===== config.mk =====
export PLATFORM = sky130hd
export DESIGN_NAME = radio_pkt_ctrl
export DESIGN_NICKNAME = d
export VERILOG_FILES = /design/src/include/radio_pkt_pkg.sv /design/src/hw/span_counter.sv /design/src/hw/radio_pkt_ctrl.sv
export SDC_FILE = /design/constraint.sdc
export NUM_CORES = 1
export LEC_CHECK = 0
export BUFFER_PORTS_ARGS = -buffer_cell sky130_fd_sc_hd__buf_2
export CAP_MARGIN = 20
export CORE_ASPECT_RATIO = 0.6
export CORE_UTILIZATION = 51
export CTS_BUF_LIST = sky130_fd_sc_hd__clkbuf_8
export DETAILED_ROUTE_END_ITERATION = 10
export PLACE_DENSITY_LB_ADDON = 0.05
export SETUP_SLACK_MARGIN = 0.4
export SYNTH_ARGS = -nofsm -noshare
export SYNTH_HDL_FRONTEND = slang
export SYNTH_SLANG_ARGS = --single-unit

===== constraint.sdc =====
create_clock -name pclk -period 3.05 [get_ports pclk]
set_input_delay 0.305 -clock pclk [delete_from_list [all_inputs] [get_ports pclk]]
set_output_delay 0.305 -clock pclk [all_outputs]
set_load 0.1 [all_outputs]

===== src/include/radio_pkt_pkg.sv =====
package radio_pkt_pkg;
  // ****************************************
  // register map
  // ****************************************
  localparam logic [11:0] addr_config_main = 12'h4c0;
  localparam logic [11:0] addr_wait_times  = 12'h4c8;
  localparam logic [11:0] addr_status      = 12'h4d0;
  localparam logic [31:0] config_reset     = 32'h0000_0000;
  localparam logic [31:0] wait_reset       = 32'h0000_0000;
  // ****************************************
  // main configuration fields
  // ****************************************
  localparam int tx_len_lsb     = 24;
  localparam int rx_len_lsb     = 16;
  localparam int len_bits       = 8;
  localparam int addr_excl_bit  = 15;
  localparam int crc24_bit      = 14;
  localparam int addr_width_lsb = 12;
  localparam int dyn_pay_bit    = 11;
  localparam int crc_en_bit     = 10;
  localparam int crc16_bit      = 9;
  localparam int scramble_bit   = 8;
  localparam int enhanced_bit   = 6;
  localparam int rate_bit       = 5;
  localparam int mode_lsb       = 3;
  localparam int no_reply_bit   = 1;
  localparam int role_bit       = 0;
  // ****************************************
  // wait-time fields
  // ****************************************
  localparam int wait_bits      = 15;
  localparam int turn_wait_lsb  = 0;
  localparam int rx_wait_lsb    = 16;
  // ****************************************
  // status fields
  // ****************************************
  localparam int st_tx_pid_lsb  = 0;
  localparam int st_rx_pid_lsb  = 2;
  localparam int st_timeout_bit = 4;
  localparam int st_failed_bit  = 5;
  localparam int st_state_lsb   = 8;
  // ****************************************
  // encodings
  // ****************************************
  localparam logic [1:0] mode_ble     = 2'h1;
  localparam logic [1:0] mode_fam_a   = 2'h2;
  localparam logic [1:0] mode_fam_b   = 2'h3;
  localparam logic [1:0] aw_invalid   = 2'h0;
  localparam logic [1:0] pid_step     = 2'h1;
  localparam logic [2:0] addr_base    = 3'h2;
  localparam logic [1:0] crc_none     = 2'h0;
  localparam logic [1:0] crc_one      = 2'h1;
  localparam logic [1:0] crc_two      = 2'h2;
  localparam logic [1:0] crc_three    = 2'h3;
  localparam int         timer_bits   = 18;

  typedef enum logic [4:0] {
    st_idle   = 5'b00001,
    st_send   = 5'b00010,
    st_gap_rx = 5'b00100,
    st_listen = 5'b01000,
    st_gap_tx = 5'b10000
  } link_state_type;

  // address width field to byte count, 0 when invalid
  function automatic logic [2:0] addr_bytes_of(input logic [1:0] field);
    addr_bytes_of = (field == aw_invalid) ? 3'h0 : (addr_base + {1'b0, field});
  endfunction : addr_bytes_of
endpackage : radio_pkt_pkg


===== src/hw/span_counter.sv =====
`timescale 1ns/1ns
// ****************************************
// loadable down-counter with expiry pulse
// ****************************************
module span_counter #(
  parameter int WIDTH = 18
) (
  // clock and reset
  input  wire logic             pclk,
  input  wire logic             presetn,
  // control
  input  wire logic             load,
  input  wire logic [WIDTH-1:0] load_value,
  input  wire logic             halt,
  // status
  output logic                  running,
  output logic                  expired
);
  initial begin
    if (WIDTH < 2) $error("span_counter width too small");
  end

  logic [WIDTH-1:0] count_q;
  logic [WIDTH-1:0] count_d;
  logic             run_q;
  logic             run_d;
  logic             exp_q;
  logic             exp_d;

  always_comb begin
    count_d = count_q;
    run_d   = run_q;
    exp_d   = 1'b0;
    if (load) begin
      count_d = load_value;
      run_d   = 1'b1;
    end else if (halt) begin
      run_d = 1'b0;
    end else if (run_q) begin
      // a zero load expires on the next edge, never wraps
      if (count_q <= WIDTH'(1)) begin
        count_d = '0;
        run_d   = 1'b0;
        exp_d   = 1'b1;
      end else begin
        count_d = count_q - WIDTH'(1);
      end
    end
  end

  always_ff @(posedge pclk or negedge presetn) begin
    if (!presetn) begin
      count_q <= '0;
      run_q   <= 1'b0;
      exp_q   <= 1'b0;
    end else begin
      count_q <= count_d;
      run_q   <= run_d;
      exp_q   <= exp_d;
    end
  end

  assign running = run_q;
  assign expired = exp_q;
endmodule : span_counter


===== src/hw/radio_pkt_ctrl.sv =====
// The APB register port was chosen for this implementation.
`timescale 1ns/1ns
// Contract
// RL1 - tx-to-rx gap is wait, both latencies, send tail, listen lead; rx-to-tx similar; gap_to_send here leaves out both latencies
// RL2 - the wait part of each turnaround comes from the programmed field
// RL3 - software keeps the amplifier-off delay above the transmit latency
// RL4 - software computes lead and tail times and stores them in sequence memory
// RL5 - amplifier start time is sequence latency plus serial configuration time
// RL6 - listen timeout counter loads from receive wait, stops on sync word
// RL7 - two-bit packet id lets receiver drop retransmitted duplicates
// RL8 - transmitter bumps its id after a timely acknowledgement, else keeps it
// RL9 - software may supply the packet id itself; not offered here, tx_pid only comes from the internal counter
// RL10 - exclusion bit drops access address from checksum and scrambling coverage
// RL11 - checksum on when bit 10 set; bit 14 picks 24, else bit 9
// RL12 - address width 01/10/11 gives 3/4/5 bytes, 00 invalid, low bytes
// RL13 - dynamic payload in enhanced mode takes length from packet
// RL14 - enhanced transmitter expecting payload acks sets dynamic payload
// RL15 - scrambling only while bit 8 is set
// RL16 - mode field picks ble or one of two families; ble gates clock
// RL17 - no-reply request sets flag; receiver then sends no acknowledgement
// RL18 - bit 0 picks receiver or transmitter role; bit 5 picks 2 Mbps
// RL19 - payload byte counts at bits 31:24 and 23:16
// RL20 - turnaround wait is 15 bits at 14:0 of wait register
// RL21 - receive wait at 30:16; expiry fails the transmission for resend
module radio_pkt_ctrl
  import radio_pkt_pkg::*;
#(
  parameter int TX_LATENCY      = 4,
  parameter int RX_LATENCY      = 4,
  parameter int SERIAL_BYTE_CYC = 8
) (
  // apb slave
  input  wire logic        pclk,
  input  wire logic        presetn,
  input  wire logic        psel,
  input  wire logic        penable,
  input  wire logic        pwrite,
  input  wire logic [11:0] paddr,
  input  wire logic [31:0] pwdata,
  output logic [31:0]      prdata,
  output logic             pready,
  output logic             pslverr,
  // sequence memory timing values
  input  wire logic [15:0] lead_before_send,
  input  wire logic [15:0] tail_after_send,
  input  wire logic [15:0] lead_before_listen,
  input  wire logic [15:0] tail_after_listen,
  input  wire logic [15:0] seq_on_latency,
  input  wire logic [7:0]  serial_cfg_bytes,
  // link events
  input  wire logic        start_pulse,
  input  wire logic        frame_sent,
  input  wire logic        sync_word_detected,
  input  wire logic        frame_received,
  input  wire logic [1:0]  rx_pid_field,
  input  wire logic        rx_no_reply_flag,
  input  wire logic [7:0]  rx_length_field,
  // link control
  output logic             switch_to_listen,
  output logic             switch_to_send,
  output logic             send_reply,
  output logic             store_packet,
  output logic             listen_timeout,
  output logic             send_failed,
  output logic [1:0]       tx_pid,
  output logic             tx_no_reply_flag,
  output logic [17:0]      amp_start_span,
  // packet format
  output logic             pkt_clk_en,
  output logic             role_receiver,
  output logic             rate_2m,
  output logic [1:0]       frame_family,
  output logic             enhanced_mode,
  output logic [2:0]       addr_bytes,
  output logic             crc_on,
  output logic [1:0]       crc_bytes,
  output logic             crc_covers_addr,
  output logic             scramble_on,
  output logic             scramble_covers_addr,
  output logic [7:0]       tx_payload_len,
  output logic [7:0]       rx_payload_len
);
  initial begin
    if (TX_LATENCY < 0 || TX_LATENCY > 32767) $error("TX_LATENCY out of range");
    if (RX_LATENCY < 0 || RX_LATENCY > 32767) $error("RX_LATENCY out of range");
    if (SERIAL_BYTE_CYC < 1 || SERIAL_BYTE_CYC > 255) $error("SERIAL_BYTE_CYC out of range");
  end

  // ****************************************
  // register bank
  // ****************************************
  logic [31:0] config_q, config_d, wait_q, wait_d, rdata_q, rdata_d, status_word;
  logic        wr_access, setup, mapped;

  link_state_type state_q, state_d;
  logic [1:0]     tx_pid_q, tx_pid_d, rx_pid_q, rx_pid_d;
  logic           rx_seen_q, rx_seen_d, timeout_q, timeout_d, failed_q, failed_d;

  assign setup     = psel & ~penable;
  assign wr_access = psel & penable & pwrite;
  assign mapped    = (paddr == addr_config_main) | (paddr == addr_wait_times) | (paddr == addr_status);

  always_comb begin
    status_word                     = '0;
    status_word[st_tx_pid_lsb +: 2] = tx_pid_q;
    status_word[st_rx_pid_lsb +: 2] = rx_pid_q;
    status_word[st_timeout_bit]     = timeout_q;
    status_word[st_failed_bit]      = failed_q;
    status_word[st_state_lsb +: 5]  = state_q;
  end

  always_comb begin
    config_d = config_q;
    wait_d   = wait_q;
    rdata_d  = rdata_q;
    if (wr_access && paddr == addr_config_main) begin
      config_d = pwdata;
    end
    if (wr_access && paddr == addr_wait_times) begin
      // bits 31 and 15 are not kept here and read as zero
      wait_d = '0;
      wait_d[turn_wait_lsb +: wait_bits] = pwdata[turn_wait_lsb +: wait_bits]; // see RL20
      wait_d[rx_wait_lsb +: wait_bits]   = pwdata[rx_wait_lsb +: wait_bits];   // see RL21
    end
    // read data is captured in the setup phase so prdata leaves a flop
    if (setup) begin
      case (paddr)
        addr_config_main: rdata_d = config_q;
        addr_wait_times:  rdata_d = wait_q;
        addr_status:      rdata_d = status_word;
        default:          rdata_d = '0;
      endcase
    end
  end

  always_ff @(posedge pclk or negedge presetn) begin
    if (!presetn) begin
      config_q <= config_reset;
      wait_q   <= wait_reset;
      rdata_q  <= '0;
    end else begin
      config_q <= config_d;
      wait_q   <= wait_d;
      rdata_q  <= rdata_d;
    end
  end

  assign prdata  = rdata_q;
  assign pready  = psel & penable;
  assign pslverr = psel & penable & ~mapped;

  // ****************************************
  // configuration decode
  // ****************************************
  logic       excl_addr, dyn_pay, no_reply_req;
  logic [1:0] mode_field;

  assign excl_addr      = config_q[addr_excl_bit];
  assign mode_field     = config_q[mode_lsb +: 2];
  assign dyn_pay        = config_q[dyn_pay_bit];
  assign no_reply_req   = config_q[no_reply_bit];
  assign enhanced_mode  = config_q[enhanced_bit];
  assign pkt_clk_en     = (mode_field != mode_ble);                  // see RL16
  assign frame_family   = mode_field;                                // see RL16
  assign role_receiver  = config_q[role_bit];                        // see RL18
  assign rate_2m        = config_q[rate_bit];                        // see RL18
  assign addr_bytes     = addr_bytes_of(config_q[addr_width_lsb +: 2]); // see RL12
  assign crc_on         = config_q[crc_en_bit];                      // see RL11
  assign crc_covers_addr      = ~excl_addr;                          // see RL10
  assign scramble_covers_addr = ~excl_addr;                          // see RL10
  assign scramble_on    = config_q[scramble_bit];                    // see RL15
  assign tx_payload_len = config_q[tx_len_lsb +: len_bits];          // see RL19

  always_comb begin
    if (!crc_on) begin
      crc_bytes = crc_none;
    end else if (config_q[crc24_bit]) begin // see RL11
      crc_bytes = crc_three;
    end else if (config_q[crc16_bit]) begin
      crc_bytes = crc_two;
    end else begin
      crc_bytes = crc_one;
    end
  end

  // dynamic payload only counts in enhanced mode
  assign rx_payload_len = (enhanced_mode && dyn_pay) ? rx_length_field
                                                     : config_q[rx_len_lsb +: len_bits]; // see RL13 RL19
  assign tx_no_reply_flag = enhanced_mode & no_reply_req; // see RL17
  assign tx_pid           = tx_pid_q;

  // ****************************************
  // turnaround and listen timers
  // ****************************************
  localparam logic [timer_bits-1:0] tx_lat = timer_bits'(TX_LATENCY);
  localparam logic [timer_bits-1:0] rx_lat = timer_bits'(RX_LATENCY);
  localparam logic [timer_bits-1:0] byte_cyc = timer_bits'(SERIAL_BYTE_CYC);

  logic [timer_bits-1:0] turn_wait, gap_to_listen, gap_to_send, gap_value, listen_span, amp_span_d, amp_span_q;
  logic                  gap_load, gap_expired, listen_load, listen_halt, listen_expired;

  assign turn_wait   = timer_bits'(wait_q[turn_wait_lsb +: wait_bits]); // see RL2
  assign listen_span = timer_bits'(wait_q[rx_wait_lsb +: wait_bits]);   // see RL6
  // sums fit: three 15-bit terms and two 16-bit terms stay under 18 bits
  assign gap_to_listen = turn_wait + tx_lat + rx_lat
                       + timer_bits'(tail_after_send) + timer_bits'(lead_before_listen); // see RL1
  assign gap_to_send   = turn_wait + timer_bits'(tail_after_listen)
                       + timer_bits'(lead_before_send); // see RL1
  assign amp_span_d    = timer_bits'(seq_on_latency)
                       + timer_bits'(serial_cfg_bytes) * byte_cyc; // see RL5

  always_ff @(posedge pclk or negedge presetn) begin
    if (!presetn) begin
      amp_span_q <= '0;
    end else begin
      amp_span_q <= amp_span_d;
    end
  end

  assign amp_start_span = amp_span_q;

  span_counter #(
    .WIDTH(timer_bits)
  ) u_gap_timer (
    .pclk       (pclk),
    .presetn    (presetn),
    .load       (gap_load),
    .load_value (gap_value),
    .halt       (1'b0),
    .running    (),
    .expired    (gap_expired)
  );

  span_counter #(
    .WIDTH(timer_bits)
  ) u_listen_timer (
    .pclk       (pclk),
    .presetn    (presetn),
    .load       (listen_load),
    .load_value (listen_span),
    .halt       (listen_halt),
    .running    (),
    .expired    (listen_expired)
  );

  // ****************************************
  // link sequencer
  // ****************************************
  logic sw_listen_d, sw_send_d, reply_d, store_d, to_d, fail_d;
  logic sw_listen_q, sw_send_q, reply_q, store_q, to_q, fail_q;
  logic duplicate;

  assign duplicate = rx_seen_q && (rx_pid_field == rx_pid_q); // see RL7

  always_comb begin
    state_d     = state_q;
    tx_pid_d    = tx_pid_q;
    rx_pid_d    = rx_pid_q;
    rx_seen_d   = rx_seen_q;
    timeout_d   = timeout_q;
    failed_d    = failed_q;
    gap_load    = 1'b0;
    gap_value   = gap_to_listen;
    listen_load = 1'b0;
    listen_halt = sync_word_detected; // see RL6
    sw_listen_d = 1'b0;
    sw_send_d   = 1'b0;
    reply_d     = 1'b0;
    store_d     = 1'b0;
    to_d        = 1'b0;
    fail_d      = 1'b0;
    case (state_q)
      st_idle: begin
        if (start_pulse && pkt_clk_en) begin
          timeout_d = 1'b0;
          failed_d  = 1'b0;
          if (role_receiver) begin
            listen_load = 1'b1;
            state_d     = st_listen;
          end else begin
            state_d = st_send;
          end
        end
      end
      st_send: begin
        if (frame_sent) begin
          if (role_receiver || tx_no_reply_flag) begin
            // no reply expected, the packet counts as delivered
            if (!role_receiver) begin
              tx_pid_d = tx_pid_q + pid_step;
            end
            state_d = st_idle;
          end else begin
            gap_load = 1'b1;
            state_d  = st_gap_rx;
          end
        end
      end
      st_gap_rx: begin
        if (gap_expired) begin
          sw_listen_d = 1'b1;
          listen_load = 1'b1;
          state_d     = st_listen;
        end
      end
      st_listen: begin
        if (frame_received) begin
          listen_halt = 1'b1;
          if (role_receiver) begin
            store_d   = ~duplicate;    // see RL7
            rx_pid_d  = rx_pid_field;
            rx_seen_d = 1'b1;
            if (enhanced_mode && !rx_no_reply_flag) begin // see RL17
              gap_value = gap_to_send;
              gap_load  = 1'b1;
              state_d   = st_gap_tx;
            end else begin
              state_d = st_idle;
            end
          end else begin
            tx_pid_d = tx_pid_q + pid_step; // see RL8
            rx_pid_d = rx_pid_field;
            state_d  = st_idle;
          end
        end else if (listen_expired) begin
          to_d      = 1'b1;
          timeout_d = 1'b1;
          if (!role_receiver) begin
            // id held so the resend carries the same value
            fail_d   = 1'b1;            // see RL21
            failed_d = 1'b1;
          end
          state_d = st_idle;
        end
      end
      st_gap_tx: begin
        if (gap_expired) begin
          sw_send_d = 1'b1;
          reply_d   = 1'b1;
          state_d   = st_send;
        end
      end
      default: begin
        state_d = st_idle;
      end
    endcase
    // gated clock in ble mode: sequencer parks
    if (!pkt_clk_en) begin // see RL16
      state_d = st_idle;
    end
  end

  always_ff @(posedge pclk or negedge presetn) begin
    if (!presetn) begin
      state_q     <= st_idle;
      tx_pid_q    <= '0;
      rx_pid_q    <= '0;
      rx_seen_q   <= 1'b0;
      timeout_q   <= 1'b0;
      failed_q    <= 1'b0;
      sw_listen_q <= 1'b0;
      sw_send_q   <= 1'b0;
      reply_q     <= 1'b0;
      store_q     <= 1'b0;
      to_q        <= 1'b0;
      fail_q      <= 1'b0;
    end else begin
      state_q     <= state_d;
      tx_pid_q    <= tx_pid_d;
      rx_pid_q    <= rx_pid_d;
      rx_seen_q   <= rx_seen_d;
      timeout_q   <= timeout_d;
      failed_q    <= failed_d;
      sw_listen_q <= sw_listen_d;
      sw_send_q   <= sw_send_d;
      reply_q     <= reply_d;
      store_q     <= store_d;
      to_q        <= to_d;
      fail_q      <= fail_d;
    end
  end

  assign switch_to_listen = sw_listen_q;
  assign switch_to_send   = sw_send_q;
  assign send_reply       = reply_q;
  assign store_packet     = store_q;
  assign listen_timeout   = to_q;
  assign send_failed      = fail_q;
endmodule : radio_pkt_ctrl


== Word level (Yosys, flattened, before mapping) ==
Index checks and enable logic that the tools add are counted.
W data, S select, Z words.

* Input bits: 152
* Output and inout bits: 92
* Logic and storage cells: 168
* Register bits: 168

* Equal/unequal tests: 23
* Reductions and logical operators: 20
* Multiplexer cells: 80
* Bitwise operators: 11
* $lt $le $gt $ge: 2
* Add/subtract/negate cells: 11

{| class="wikitable"
|+ Operators by type and width
! kind !! count
|-
| $mux W18 || 11
|-
| $pmux W32 S3 || 1
|-
| $mux W5 || 9
|-
| $mux W1 || 42
|-
| $add A17 B16 Y18 || 2
|-
| $eq A12 B11 Y1 const B || 3
|-
| $le A18 B1 Y1 const B || 2
|-
| $sub A18 B1 Y18 const B || 2
|-
| $pmux W5 S5 || 1
|-
| $add A18 B16 Y18 || 1
|-
| $add A15 B16 Y17 || 1
|-
| $add A16 B11 Y17 || 1
|-
| $add A16 B3 Y17 const B || 1
|-
| $add A15 B3 Y16 const B || 1
|-
| $mux W2 || 7
|-
| $ne A2 B2 Y1 const B || 7
|-
| $reduce_and A5 Y1 || 2
|-
| $mux W8 || 1
|-
| $pmux W1 S2 || 4
|-
| $reduce_and A4 Y1 || 2
|-
| $reduce_bool A2 Y1 || 4
|-
| $logic_and A1 B1 Y1 || 6
|-
| $mux W3 || 2
|-
| $ne A3 B2 Y1 const B || 2
|-
| 21 further kinds || 32
|}

== Longest topological paths before layout ==
* Word-level depth: 9
* Gate-level depth with buffers: 12
* Mapped depth without buffers: 12

== Cells and area by module ==
From an unflattened synthesis, not the netlist that was laid out.

* Cells, all modules: 1144
* Area, all modules: 11317.1 µm²

{| class="wikitable"
|+ By module, submodules not included
! module !! area an instance (µm²) !! cells an instance !! instances
|-
| radio_pkt_ctrl || 8506.9 || 826 || 1
|-
| span_counter || 1405.1 || 159 || 2
|}

== Worst setup path after synthesis ==
Ideal clock, no wire load.

* Kind: input-to-output
* From: in penable
* To: out pslverr
* Data arrival time: 3390 ps
* Cell stages on the path: 2
* Path slack: -645 ps
* Path buffers: 0
* Data required time: 2745 ps
* Cells stage by stage: and2_1 nor3b_1

* Word-level cells in the longest chain between the ends: 2

{| class="wikitable"
|+ RTL lines
! what !! line !! source
|-
| start: declaration || radio_pkt_ctrl.sv:36 || <nowiki>input wire logic penable,</nowiki>
|-
| $and A1 B1 Y1 (2 in series) || radio_pkt_ctrl.sv:150 || <nowiki>assign pslverr = psel & penable & ~mapped;</nowiki>
|-
| end: declaration || radio_pkt_ctrl.sv:42 || <nowiki>output logic pslverr,</nowiki>
|}

No other way between the ends.

== Worst setup path in the final report ==
* From: reg wait_q[1]
* To: reg u_gap_timer.count_q[11]

* Word-level cells in the longest chain between the ends: 9
* Elaborated cells between the ends (all ways): 11
* Classes of those cells: 6 x add/sub; 5 x mux

{| class="wikitable"
|+ RTL lines
! what !! line !! source
|-
| start: declaration || radio_pkt_ctrl.sv:92 || <nowiki>logic [31:0] config_q, config_d, wait_q, wait_d, rdata_q, rdata_d, status_word;</nowiki>
|-
| start signal: assignment || radio_pkt_ctrl.sv:139 || <nowiki>wait_q <= wait_reset;</nowiki>
|-
| start signal: assignment || radio_pkt_ctrl.sv:143 || <nowiki>wait_q <= wait_d;</nowiki>
|-
| $add A15 B3 Y16 || radio_pkt_ctrl.sv:205 || <nowiki>assign gap_to_listen = turn_wait + tx_lat + rx_lat</nowiki>
|-
| $add A16 B3 Y17 || radio_pkt_ctrl.sv:205 ||
|-
| $add A17 B16 Y18 || radio_pkt_ctrl.sv:206 || <nowiki>+ timer_bits'(tail_after_send) + timer_bits'(lead_before_listen);</nowiki>
|-
| $add A18 B16 Y18 || radio_pkt_ctrl.sv:206 ||
|-
| $mux W18 || radio_pkt_ctrl.sv:313 || <nowiki>if (enhanced_mode && !rx_no_reply_flag) begin</nowiki>
|-
| $mux W18 || radio_pkt_ctrl.sv:309 || <nowiki>if (role_receiver) begin</nowiki>
|-
| $mux W18 || radio_pkt_ctrl.sv:307 || <nowiki>if (frame_received) begin</nowiki>
|-
| $mux W18 * || radio_pkt_ctrl.sv:272 || <nowiki>case (state_q)</nowiki>
|-
| $mux W18 * || span_counter.sv:34 || <nowiki>if (load) begin</nowiki>
|-
| end signal: assignment || span_counter.sv:57 || <nowiki>count_q <= count_d;</nowiki>
|-
| end: declaration || span_counter.sv:23 || <nowiki>logic [WIDTH-1:0] count_q;</nowiki>
|}

Every way passes the cells marked *; elsewhere a longest branch is shown, timed or not.
A chain may end at the register's enable or synchronous reset.

==> summary.txt <==
Critical path
  • Worst EP required: 3.40 ns
  • CP endpoint kind: register
  • WP data arrival: 3.36 ns
  • Setup Crit Path Kind: reg2reg
  • Crit-path max FO: 3
  • Startpoint Class: register

Die
  • Rows: 40
  • Chip width: 189 um
  • Die Span Y: 114 um
  • Core area: 20300 um2
  • IO Count: 244
  • Die area: 21700 um2
  • Initial Util: 52.9%

Clock network
  • Longest Clk Path Bufs: 2
  • CTS buffer count: 17
  • Root Driver: clkbuf_8
  • Latest clock arrival within the worst-skew pair: 0.47 ns
  • CTS tree: built
  • Clock slew at the register clock pins of the worst setup and hold paths: 0.10 ns
  • Max H-tree Level: 4
  • CTS Sinks: 168

Routing
  • Via count: 9643
  • Remaining DRCs: 0
  • Vias/cell: 5.84
  • Final WL: 34400 um
  • Antenna-violating nets left: 0
  • First-pass iteration count of the detailed router: 5
  • Drt wl/cell: 20.8 um
  • DR iter-0 viols: 1085

Yosys
  • #FFs+latches synth: 168
  • Post-Synthesis Cells: 1098
  • Register area share after synthesis: 39.1%
  • Dominant synthesized flop cell: dfrtp_1
  • Synth async-reset ratio: 100%
  • Ys Warns: 0
  • Cell Area, Synth: 10700 um2
  • Post-synth cell types: 75
  • Post-synth EDFFs: 0
  • Avg Cell Area, Syn: 9.79 um2
  • Net count after synthesis: 1343

Flow run
  • Max_cap viols: 0

Cells and area
  • Fill cell count: 1695
  • Reg area: 4210 um2
  • Most common cell after layout, fill and taps aside: buf_2
  • Final Instance Count excl. Fillers: 1651
  • N_diodes: 0
  • Layout cells sized above 1: 34.6%
  • Most frequent cells in the layout: buf_2 (241), dfrtp_1 (166), nand2_1 (101)
  • Area delta synth->final: 24.8%
  • Footprint of the multi-input gates: 6340 um2
  • Nets: 1611

Global route
  • Vias in the first global route: 9169
  • Number of antenna violations at the first check in global routing: 0
  • Overall routing resource usage: 32.8%
  • Largest net degree at the start of global routing: 64
  • First-pass GRT wire length: 53300 um
  • GRT Residual Overflow: 0

Power
  • Peak VDD IR: 0.419 mV
  • Leakage: 6.52 nW
  • Cell Pwr Density: 521 nW/um2

STA
  • Max-slew violation count: 0
  • Slew margin rel.: 48.0%
  • Clk_skew: 0.0161 ns
  • Tmin final: 3.01 ns
  • RSZ-0062 raised after global routing: yes
  • TNS Setup: 0 ns
  • Final period utilization: 98.6%
  • FMAX: 0.333 GHz
  • Final setup viols: 0
  • Slack of the critical path: 0.0427 ns
  • Least-Margin Pin Slew: 0.781 ns
  • Final hold violation count: 0

Place
  • Placer Congestion: 0.898
  • Placed cell count: 1597
  • Buffers added on ports: 242
  • Post-Place Worst Slack: -0.0355 ns
  • HPWL after DPL: 25900 um

Hold path
  • Hold WC Path Type: in2reg

Status
  • Outcome: complete, no violations
==> layout make-up <==
cell class | instances | area share, %
Multi-Input combinational cell | 788 | 47.2
Sequential cell | 168 | 31.4
Timing Repair Buffer | 307 | 13.2
Tap cell | 273 | 2.55
Inverter | 84 | 2.35
Clock buffer | 17 | 1.74
Clock inverter | 14 | 1.55
==> timing repair <==
action / 4_1_cts / 5_1_grt
cloned: 0 / 0
pin swaps: 29 / 14
resized for setup: 38 / 24
hold endpoints to repair: 65 / 0
endpoints found under the setup margin: 12 / 12
setup buffers: 14 / 4
hold buffers: 5 / 0
==> path summary, 6_finish.rpt <==
path                                   startpoint                             endpoint  slack (ns)  cells past startpoint
max                         wait_q[1]$_DFFE_PN0P_  u_gap_timer.count_q[11]$_DFFE_PN0P_        0.04                      9
min                            seq_on_latency[12]         amp_start_span[12]$_DFF_PN0_        0.05                      2
max reg2reg                 wait_q[1]$_DFFE_PN0P_  u_gap_timer.count_q[11]$_DFFE_PN0P_        0.04                      9
min reg2reg                prdata[15]$_DFFE_PN0P_               prdata[15]$_DFFE_PN0P_        0.48                      2
max in group asynchronous                 presetn               state_q[0]$_DFFE_PN1P_        1.81                      3
min in group asynchronous                 presetn              config_q[4]$_DFFE_PN0P_        0.41                      2
==> state kept, by name, indices dropped and copies added, names as in the netlist <==
name	count
rx_seen_q	1
config_q	32
u_listen_timer.expired	1
u_gap_timer.count_q	18
wait_q	30
send_reply	1
failed_q	1
u_listen_timer.running	1
u_gap_timer.expired	1
send_failed	1
u_listen_timer.count_q	18
timeout_q	1
tx_pid	2
switch_to_listen	1
amp_start_span	17
u_gap_timer.running	1
prdata	32
store_packet	1
listen_timeout	1
state_q	5
rx_pid_q	2
==> where the power goes <==
part | internal (W) | switching, W
clock | 0.000966 | 0.000862
sequential | 0.00242 | 0.000260
combinational | 0.00101 | 0.00147
total | 0.00440 | 0.00259
==> metrics by stage <==
step                cell area (um2)  total power (W)  utilization, %  hold slack (ns)
finish                        13400          0.00699            66.0           0.0507
global route                  13400          0.00736            66.0           0.0310
global placement              12500          0.00490            61.4            0.355
floorplan                     10800          0.00424               -          0.00941
CTS                           13300          0.00690            65.3           0.0204
detailed placement            12500          0.00492            61.4            0.349
==> cell families (layout without fill, tap and decap cells) <==
family                   Yosys count  in the layout  synth area share (%)
AO/OA/AOI/OAI                    290            290                  17.5
buffers and inverters            142            422                  5.71
adder cells (fa/ha/maj)           93             93                  13.2
XOR/XNOR                          44             44                  3.59
flip-flops                       168            168                  39.1
other                              1              1                0.0349
multiplexers                      63             63                  6.56
AND/OR/NAND/NOR                  297            297                  14.3
==> critical path: stages (launching register included) <==
cell	delay, ns
dfrtp_1	0.41
fa_1	0.49
ha_4	0.19
fa_2	0.42
a211oi_4	0.33
nor3_4	0.09
or3_4	0.40
a211oi_4	0.26
xor2_1	0.18
o221ai_1	0.13
==> per-layer routing <==
metal | vias to the layer above | global-route usage, % | share of wire, %
li1 | 4469 | - | -
met1 | 4669 | 53.3 | 50
met2 | 474 | 43.1 | 39
met3 | 31 | 7.32 | 9.9
met4 | 0 | 7.10 | 1.1
met5 | - | 0 | 0
==> cells in the mapped netlist, drive strengths merged (5+ instances only) <==
cell type	number	area share, %
inv	84	2.9
nor3b	7	0.58
o211ai	6	0.42
a31oi	7	0.41
xnor2	21	1.7
a22oi	27	1.9
and3	9	0.52
nand2	102	3.6
a21o	15	1.0
nor2	65	2.3
xor2	23	1.9
buf	28	1.7
nor4	21	1.6
a222oi	11	1.0
fa	34	6.3
mux2	59	6.2
nor3	22	1.2
o22ai	5	0.29
o21a	10	0.70
clkbuf	30	1.0
o21ai	109	5.1
nand4	10	0.58
ha	59	6.9
and2	6	0.35
and4	7	0.59
or4	5	0.38
a21oi	45	2.1
nor2b	7	0.41
nand3	16	0.75
dfrtp	167	39
a211oi	14	1.0
Note: power is estimated with default switching activity, not from simulation.
